<file path="src/hw/mei_regs.vh">
// Register offsets, field layouts and timing counts of the event interrupt block.
`ifndef MEI_REGS_VH
`define MEI_REGS_VH
// Register word indices; byte address is four times the index.
`define MEI_IDX_MASK_A 6'h2C
`define MEI_IDX_MASK_B 6'h2D
`define MEI_IDX_MASK_C 6'h2E
`define MEI_IDX_FLAG_A 6'h2F
`define MEI_IDX_FLAG_B 6'h30
`define MEI_IDX_FLAG_C 6'h31
`define MEI_IDX_VEC_A 6'h32
`define MEI_IDX_VEC_B 6'h33
`define MEI_IDX_VEC_C 6'h34
// Block window of 64 words.
`define MEI_WORDS 64
`define MEI_ADDR_W 8
// Number of sources in each group.
`define MEI_SRC 8
// Bit 0 of group A is the drive fault source.
`define MEI_FAULT_BIT 0
// Vector identifier bases; group A ids 1..8, B 9..16, C 17..24.
`define MEI_VBASE_A 8'h01
`define MEI_VBASE_B 8'h09
`define MEI_VBASE_C 8'h11
`define MEI_MASK_RST 8'h00
`define MEI_FLAG_RST 8'h00
// Synchroniser length in stages.
`define MEI_SYNC_LEN 3
`endif

</file>
<file path="src/hw/mei_event_irq.v">
// Event interrupt grouping and drive fault protection with an APB slave.
`timescale 1ns/100ps
`default_nettype none
`include "mei_regs.vh"

module mei_event_irq (
  input wire clk_sys,
  input wire nrst,
  input wire psel,
  input wire penable,
  input wire pwrite,
  input wire [`MEI_ADDR_W-1:0] paddr,
  input wire [31:0] pwdata,
  output reg [31:0] prdata,
  output reg pready,
  output reg pslverr,
  input wire [7:0] eventA,
  input wire [7:0] eventB,
  input wire [7:0] eventC,
  input wire [7:0] eventEnA,
  input wire [7:0] eventEnB,
  input wire [7:0] eventEnC,
  input wire driveFaultInput_n,
  input wire [15:0] driveOut,
  output wire [15:0] driveOutVal,
  output wire [15:0] driveOutEn,
  output reg irqGroupA,
  output reg irqGroupB,
  output reg irqGroupC
);

  // Phases of the register bus slave.
  localparam [0:0] ST_IDLE = 1'b0;
  localparam [0:0] ST_ACK = 1'b1;

  // One-hot mask of the lowest set bit, or zero when none is set.
  function [7:0] pickLowest;
    input [7:0] pend;
    integer i;
    begin
      pickLowest = 8'h00;
      for (i = 7; i >= 0; i = i - 1)
      begin
        if (pend[i])
        begin
          pickLowest = 8'h01 << i;
        end
      end
    end
  endfunction

  // Identifier of the lowest pending bit plus the group base, or zero.
  function [7:0] vectorId;
    input [7:0] pend;
    input [7:0] base;
    integer i;
    reg [7:0] id;
    begin
      id = 8'h00;
      for (i = 7; i >= 0; i = i - 1)
      begin
        if (pend[i])
        begin
          id = base + i[7:0];
        end
      end
      vectorId = id;
    end
  endfunction

  // Software clears first; a hardware set in the same cycle wins.
  function [7:0] updateFlags;
    input [7:0] flags;
    input [7:0] clr;
    input [7:0] set;
    begin
      updateFlags = (flags & ~clr) | set;
    end
  endfunction

  // Bits without a function read back as zero.
  function [31:0] widen;
    input [7:0] val;
    begin
      widen = {24'h000000, val};
    end
  endfunction

  // Register index match.
  function hitIdx;
    input [5:0] idx;
    input [5:0] want;
    begin
      hitIdx = (idx == want);
    end
  endfunction

  reg [0:0] apbState;
  reg [0:0] next_apbState;
  reg [7:0] maskA;
  reg [7:0] maskB;
  reg [7:0] maskC;
  reg [7:0] next_maskA;
  reg [7:0] next_maskB;
  reg [7:0] next_maskC;
  reg [7:0] flagA;
  reg [7:0] flagB;
  reg [7:0] flagC;
  reg [7:0] next_flagA;
  reg [7:0] next_flagB;
  reg [7:0] next_flagC;
  reg [7:0] clrA;
  reg [7:0] clrB;
  reg [7:0] clrC;
  reg [7:0] setA;
  reg [7:0] setB;
  reg [7:0] setC;
  reg [7:0] vecPickA;
  reg [7:0] vecPickB;
  reg [7:0] vecPickC;
  reg [`MEI_SYNC_LEN-1:0] faultSync;
  reg faultQual;
  reg [31:0] next_prdata;
  reg accErr;

  wire [5:0] wordIdx = paddr[7:2];
  wire apbAccess = psel && penable && !pready;
  wire apbDone = psel && penable && pready;
  wire apbRead = apbAccess && !pwrite;
  wire commitWrite = apbDone && pwrite;
  wire commitRead = apbDone && !pwrite;
  wire [7:0] pendA = flagA & maskA;
  wire [7:0] pendB = flagB & maskB;
  wire [7:0] pendC = flagC & maskC;

  // Bus phase: one wait state, then the answer stands for one cycle.
  always @*
  begin
    next_apbState = apbState;
    case (apbState)
      ST_IDLE:
      begin
        if (psel && penable)
        begin
          next_apbState = ST_ACK;
        end
      end
      ST_ACK:
      begin
        next_apbState = ST_IDLE;
      end
      default:
      begin
        next_apbState = ST_IDLE;
      end
    endcase
  end

  // Three stages; a change counts once stages two and three agree.
  always @(posedge clk_sys or negedge nrst)
  begin
    if (!nrst)
    begin
      faultSync <= {`MEI_SYNC_LEN{1'b1}};
      faultQual <= 1'b1;
    end
    else
    begin
      faultSync <= {faultSync[1:0], driveFaultInput_n};
      if (faultSync[2] == faultSync[1])
      begin
        faultQual <= faultSync[1];
      end
    end
  end

  // Qualified falling edge, seen at the fourth edge after the pin drops.
  wire faultFall = faultQual && !faultSync[2] && !faultSync[1];
  wire faultUnmasked = maskA[`MEI_FAULT_BIT];

  // The raw pin floats the drivers before synchronisation; a set flag holds.
  wire floatOut = faultUnmasked &&
    (!driveFaultInput_n || flagA[`MEI_FAULT_BIT]);
  assign driveOutVal = driveOut;
  assign driveOutEn = floatOut ? 16'h0000 : 16'hFFFF;

  // Enabled events set their flags; the fault sets bit zero of group A.
  always @*
  begin
    setA = eventA & eventEnA;
    setB = eventB & eventEnB;
    setC = eventC & eventEnC;
    if (faultFall)
    begin
      setA[`MEI_FAULT_BIT] = 1'b1;
    end
  end

  // Software clears: write one to a flag bit, or read the group vector.
  always @*
  begin
    clrA = 8'h00;
    clrB = 8'h00;
    clrC = 8'h00;
    if (commitWrite && hitIdx(wordIdx, `MEI_IDX_FLAG_A))
    begin
      clrA = pwdata[7:0];
    end
    if (commitWrite && hitIdx(wordIdx, `MEI_IDX_FLAG_B))
    begin
      clrB = pwdata[7:0];
    end
    if (commitWrite && hitIdx(wordIdx, `MEI_IDX_FLAG_C))
    begin
      clrC = pwdata[7:0];
    end
    if (commitRead && hitIdx(wordIdx, `MEI_IDX_VEC_A))
    begin
      clrA = clrA | vecPickA;
    end
    if (commitRead && hitIdx(wordIdx, `MEI_IDX_VEC_B))
    begin
      clrB = clrB | vecPickB;
    end
    if (commitRead && hitIdx(wordIdx, `MEI_IDX_VEC_C))
    begin
      clrC = clrC | vecPickC;
    end
  end

  always @*
  begin
    next_flagA = updateFlags(flagA, clrA, setA);
    next_flagB = updateFlags(flagB, clrB, setB);
    next_flagC = updateFlags(flagC, clrC, setC);
  end

  // Mask writes take effect at the edge that ends the transfer.
  always @*
  begin
    next_maskA = maskA;
    next_maskB = maskB;
    next_maskC = maskC;
    if (commitWrite && hitIdx(wordIdx, `MEI_IDX_MASK_A))
    begin
      next_maskA = pwdata[7:0];
    end
    if (commitWrite && hitIdx(wordIdx, `MEI_IDX_MASK_B))
    begin
      next_maskB = pwdata[7:0];
    end
    if (commitWrite && hitIdx(wordIdx, `MEI_IDX_MASK_C))
    begin
      next_maskC = pwdata[7:0];
    end
  end

  always @*
  begin
    next_prdata = 32'h00000000;
    accErr = 1'b0;
    case (wordIdx)
      `MEI_IDX_MASK_A: next_prdata = widen(maskA);
      `MEI_IDX_MASK_B: next_prdata = widen(maskB);
      `MEI_IDX_MASK_C: next_prdata = widen(maskC);
      `MEI_IDX_FLAG_A: next_prdata = widen(flagA);
      `MEI_IDX_FLAG_B: next_prdata = widen(flagB);
      `MEI_IDX_FLAG_C: next_prdata = widen(flagC);
      `MEI_IDX_VEC_A:
        next_prdata = widen(vectorId(pendA, `MEI_VBASE_A));
      `MEI_IDX_VEC_B:
        next_prdata = widen(vectorId(pendB, `MEI_VBASE_B));
      `MEI_IDX_VEC_C:
        next_prdata = widen(vectorId(pendC, `MEI_VBASE_C));
      default: accErr = 1'b1;
    endcase
  end

  // The id returned is held so the same flag is cleared at the last edge.
  always @(posedge clk_sys or negedge nrst)
  begin
    if (!nrst)
    begin
      vecPickA <= 8'h00;
      vecPickB <= 8'h00;
      vecPickC <= 8'h00;
    end
    else
    begin
      vecPickA <= (apbRead && hitIdx(wordIdx, `MEI_IDX_VEC_A)) ?
        pickLowest(pendA) : 8'h00;
      vecPickB <= (apbRead && hitIdx(wordIdx, `MEI_IDX_VEC_B)) ?
        pickLowest(pendB) : 8'h00;
      vecPickC <= (apbRead && hitIdx(wordIdx, `MEI_IDX_VEC_C)) ?
        pickLowest(pendC) : 8'h00;
    end
  end

  always @(posedge clk_sys or negedge nrst)
  begin
    if (!nrst)
    begin
      apbState <= ST_IDLE;
      prdata <= 32'h00000000;
      pready <= 1'b0;
      pslverr <= 1'b0;
    end
    else
    begin
      apbState <= next_apbState;
      pready <= (next_apbState == ST_ACK);
      pslverr <= apbAccess && accErr;
      prdata <= apbRead ? next_prdata : 32'h00000000;
    end
  end

  always @(posedge clk_sys or negedge nrst)
  begin
    if (!nrst)
    begin
      maskA <= `MEI_MASK_RST;
      maskB <= `MEI_MASK_RST;
      maskC <= `MEI_MASK_RST;
      flagA <= `MEI_FLAG_RST;
      flagB <= `MEI_FLAG_RST;
      flagC <= `MEI_FLAG_RST;
    end
    else
    begin
      maskA <= next_maskA;
      maskB <= next_maskB;
      maskC <= next_maskC;
      flagA <= next_flagA;
      flagB <= next_flagB;
      flagC <= next_flagC;
    end
  end

  // Requests follow the next flags and masks so they rise with the flag.
  always @(posedge clk_sys or negedge nrst)
  begin
    if (!nrst)
    begin
      irqGroupA <= 1'b0;
      irqGroupB <= 1'b0;
      irqGroupC <= 1'b0;
    end
    else
    begin
      irqGroupA <= |(next_flagA & next_maskA);
      irqGroupB <= |(next_flagB & next_maskB);
      irqGroupC <= |(next_flagC & next_maskC);
    end
  end

endmodule
`default_nettype wire

</file>
<file path="config.mk">
export PLATFORM = sky130hd
export DESIGN_NAME = mei_event_irq
export DESIGN_NICKNAME = d
export VERILOG_FILES = /design/src/hw/mei_event_irq.v
export VERILOG_INCLUDE_DIRS = /design/src /design/src/hw
export SDC_FILE = /design/constraint.sdc
export NUM_CORES = 1
export LEC_CHECK = 0
export BUFFER_PORTS_ARGS = -buffer_cell sky130_fd_sc_hd__buf_2
export CORE_MARGIN = 5
export CORE_UTILIZATION = 53
export CTS_CLUSTER_SIZE = 24
export DETAILED_ROUTE_END_ITERATION = 12
export PLACE_DENSITY = 0.88
export SETUP_SLACK_MARGIN = 0.5
export SYNTH_ARGS = -nofsm -noshare
export SYNTH_HDL_FRONTEND = slang
export SYNTH_SLANG_ARGS = --single-unit
export TNS_END_PERCENT = 1
</file>
<file path="constraint.sdc">
create_clock -name clk_sys -period 3.4 [get_ports clk_sys]
set_clock_uncertainty 0.1 [all_clocks]
set_input_delay 0.68 -clock clk_sys [delete_from_list [all_inputs] [get_ports clk_sys]]
set_output_delay 0.68 -clock clk_sys [all_outputs]
set_load 0.02 [all_outputs]
</file>
-- Yosys cells after proc, flatten, opt, wreduce, memory -nomap -nowiden
Cells that the tools add are included.
- flip-flop bits (word level): 113
- input port bits: 110
- logic and storage cells: 148
- output and inout port bits: 69
- multiplexer cells: 67
- reduce and logical (&&, ||, !) cells: 32
- eq/ne operators: 10
- bitwise gates (word level): 22
- operators with widths (cell ; number):
    8-bit 2-to-1 mux ; 54
    8-bit bitwise AND ; 12
    8-bit one-hot mux with 9 select lines ; 1
    6-bit == test, second input constant ; 9
    8-bit bitwise OR ; 6
    32-bit 2-to-1 mux ; 1
    5-bit 2-to-1 mux ; 5
    8-bit NOT ; 3
    8-bit OR reduction ; 3
    1-bit logical AND ; 22
    16-bit 2-to-1 mux ; 1
    9-bit OR reduction ; 1
    1-bit logical NOT ; 5
    4-bit 2-to-1 mux ; 1
    1-bit 2-to-1 mux ; 3
    1-bit one-hot mux with 2 select lines ; 1
    1-bit == test ; 1
    1-bit logical OR ; 1
    1-bit NOT ; 1

-- Longest topological paths before layout
- word-level depth: 12
- mapped depth: 9
- gate-level depth less buffers: 6

-- Worst setup path after synthesis
Ideal clock, no wire load.
- path kind: input-to-output
- start: input port driveFaultInput_n
- end: output port driveOutEn[10]
- setup slack: 0.348 ns
- required time: 2.620 ns
- stages: 3
- path buffers: 1
- arrival time: 2.272 ns
- path through: inv_1 o21ai_0 buf_4
- cells in the longest elaborated chain, start to end: 4
- ends and longest elaborated chain (what ; line ; source):
    start: declaration ; mei_event_irq.v:23 ; input wire driveFaultInput_n,
    1-bit logical NOT ; mei_event_irq.v:183 ; (!driveFaultInput_n || flagA[`MEI_FAULT_BIT]);
    1-bit logical OR ; mei_event_irq.v:183 ;
    1-bit logical AND ; mei_event_irq.v:182 ; wire floatOut = faultUnmasked &&
    16-bit 2-to-1 mux ; mei_event_irq.v:185 ; assign driveOutEn = floatOut ? 16'h0000 : 16'hFFFF;
    end: declaration ; mei_event_irq.v:26 ; output wire [15:0] driveOutEn,
No other way between the ends.

-- Final worst setup path
- start: input port paddr[4]
- end: register irqGroupC
- cells in the longest elaborated chain, start to end: 10
- ends and longest elaborated chain (what ; line ; source):
    start: declaration ; mei_event_irq.v:12 ; input wire [`MEI_ADDR_W-1:0] paddr,
    6-bit == test ; -- ;
    1-bit logical AND ; mei_event_irq.v:213 ; if (commitWrite && hitIdx(wordIdx, `MEI_IDX_FLAG_C))
    8-bit 2-to-1 mux ; mei_event_irq.v:213 ;
    8-bit bitwise OR ; mei_event_irq.v:227 ; clrC = clrC | vecPickC;
    8-bit 2-to-1 mux (*) ; mei_event_irq.v:225 ; if (commitRead && hitIdx(wordIdx, `MEI_IDX_VEC_C))
    8-bit NOT (*) ; mei_event_irq.v:77 ; updateFlags = (flags & ~clr) | set;
    8-bit bitwise AND (*) ; mei_event_irq.v:77 ;
    8-bit bitwise OR (*) ; mei_event_irq.v:77 ;
    named net next_flagC[6] ; mei_event_irq.v:111 ; reg [7:0] next_flagC;
    8-bit bitwise AND (*) ; mei_event_irq.v:352 ; irqGroupC <= |(next_flagC & next_maskC);
    8-bit OR reduction (*) ; mei_event_irq.v:352 ;
    end signal: assignment ; mei_event_irq.v:352 ;
    end: declaration ; mei_event_irq.v:29 ; output reg irqGroupC
The timed path passes the listed nets; every way through them passes the cells marked *.
A chain may end at the register's enable or synchronous reset.

==> reports/qor.csv <==
metric,value,unit
max-cap-violations,0,
stdcell_count,626,
fillers,773,
yosysSeqAreaShare,0.476,
cts.path.max_buffers,2,
ir_drop,0.201,mV
dr.first_iter.drc_count,351,
totalWireLength,13.6,mm
synth-edff-count,0,
layout_common_cells,"buf_2 (95), dfrtp_1 (85), nand3_1 (48)",
n_antenna_cell,0,
synth_xor_area_frac,0,
port_buffers,96,
cp_num_buf_inv,1,
ys_types,52,
layout_commonest_cell,buf_2,
dr.pass1.iters,6,
num_io_pins,179,
areaGrowthSynthToFinish,8.86,%
grt_start_max_net_pins,90,
fin_nets,623,
die_h,104,um
max_freq,0.386,GHz
design_area,0.00510,mm2
slowest_delay,670,ps
cts_setup_buffers,0,
grt-ovfl-total,0,
grt_usage,0.249,
synthTopCellsByArea,"dfrtp_1 (45%), buf_4 (9.5%), mux2_2 (5.5%), nand3_1 (5.1%), a32o_1 (4.9%)",
dp_cells,610,
synthAdderAreaFrac,0,
htree_levels,3,
slowest_stage,and3b_1,
cts_buffers,9,
place_congestion,0.952,
arrival,2730,ps
min_period,2590,ps
finalSetupViolations,0,
synth_flop_cell,dfrtp_1,
hold_viol_final,0,
clock_latency,370,ps
root_buffer,clkbuf_8,
syn_avg_cell_area,10.4,um2
worstPathRequired,3540,ps
ys_warn_count,0,
grt_pass1_vias,4095,
cts_tree,built,
crit_family,simple AND/OR/NAND/NOR gates,
post-route-util,0.588,
register_area,0.00223,mm2
fp.dieArea,0.0108,mm2
setup_tns,0,ps
end_kind,flip-flop,
wl_per_cell,21.7,um
power.total,1.99,mW
grt_pass1_wl,21.8,mm
yosys.area_share.simple,0.190,
tightestPinTransition,1090,ps
core_area,0.00868,mm2
drc,0,
fp-row-count,34,
crit_chain,buf_2 -> and4bb_2 -> and3b_1 -> nand3_1 -> a32o_1 -> a22oi_1 -> nand4_1,
setup.worst_path.class,primary input to flip-flop,
cp-start-kind,primary input,
hold_buffers,0,
synthArstFlopShare,1.00,
syn_inst,449,
syn_area,0.00469,mm2
worstPathMaxFanout,16,
ys_seq_elements,89,
drv_slew,0,
synth_top_area_frac,0.454,
power_leakage,2.19,nW
cts.sinks,89,
die_x,104,um
dpl_cell_area,0.00491,mm2
finalCritPeriodShare,0.762,
antenna_found_initial,0,
via_count,3964,
clk_pin_slew,100,ps
run_status,"finished, final reports clean",
holdCritPathClass,flip-flop to flip-flop,
multi_input_area,0.00200,mm2
initial_utilization,0.540,
synth-compound-area-share,0.159,
ctsResizeCount,0,
yosysTopAreaCell,dfrtp_1,
powerDensity,389,mW/mm2
drive_above_1_share,0.303,
dp_hpwl,10.3,mm
grt_setup_unrepaired,no,
synth_mux_area_frac,0.0585,
via_per_inst,6.33,
antenna_left,0,
relSlewSlack,0.271,
synth_top_family_by_area,simple AND/OR/NAND/NOR gates,
-- area by class of cell --
class	instances	share of cell area
Tap cell	108	0.0265
Timing Repair Buffer	102	0.103
Inverter	3	0.00221
Sequential cell	89	0.437
Multi-Input combinational cell	308	0.392
Clock inverter	6	0.0132
Clock buffer	10	0.0250
-- registers in the layout, indices dropped and copies added, names as in the netlist, 3 cells and up --
signal and flops:
flagC 8, vecPickA 8, maskA 8, maskB 8, prdata 8, flagA 8, faultSync 3, vecPickB 8
flagB 8, maskC 8, vecPickC 8
-- logic make-up (layout without fill, tap and decap cells) --
group / after synthesis / in the layout
AND/OR/NAND/NOR: 166 / 166
AO/OA/AOI/OAI: 94 / 94
flip-flops: 89 / 89
buffers and inverters: 75 / 121
multiplexers: 24 / 24
other: 1 / 24
-- stage by stage --
step | hold slack (ps) | setup WS, ps
final | 256 | 811
after global routing | 259 | 684
after CTS | 258 | 824
after detailed placement | 253 | 436
after global placement | 248 | 526
after floorplan | 245 | 828
-- worst register-to-register path, stage by stage, from the launching register on --
cell     delay (ps)
dfrtp_1         430
and4_1          320
buf_4           260
and2_1          420
mux2_2          400
a22oi_1         260
nand4_1         140
-- synth_stat cells (6+ instances only) --
library cell and instances:
and2_1 8, nor2_1 18, nand4_1 11, o21ai_0 6
dfrtp_1 85, buf_4 59, a32o_1 23, a22oi_1 30
buf_2 6, nand2_1 42, nand3_1 48, a21oi_1 11
nor3_1 9, mux2_2 23
-- path summary, 6_finish.rpt --
path                                              from                      to  slack (ps)  depth (start not counted)
worst max-delay path                          paddr[4]     irqGroupC$_DFF_PN0_         810                          7
worst max register to register      apbState$_DFF_PN0_     irqGroupB$_DFF_PN0_         950                          6
worst min register to register  faultSync[0]$_DFF_PN1_  faultSync[1]$_DFF_PN1_         260                          0
worst min-delay path            faultSync[0]$_DFF_PN1_  faultSync[1]$_DFF_PN1_         260                          0
min in group asynchronous                         nrst       pslverr$_DFF_PN0_         400                          1
max in group asynchronous                         nrst      maskC[7]$_DFF_PN0_        2070                          1
-- power by group --
group	switching [mW]	leakage, nW	internal, mW	total [mW]
sequential	0.00822	1.10	1.07	1.08
combinational	0.120	0.995	0.0550	0.175
clock	0.390	0.0929	0.343	0.732
-- layer usage --
metal / vias to the layer above / routed length, um / GRT usage
met2: 266 / 6470 / 0.395
li1: 1735 / - / -
met3: 34 / 1290 / 0.0521
met1: 1929 / 5490 / 0.336
met4: 0 / 338 / 0.0962
met5: - / 0 / 0
Note: power is estimated with default switching activity, not from simulation.
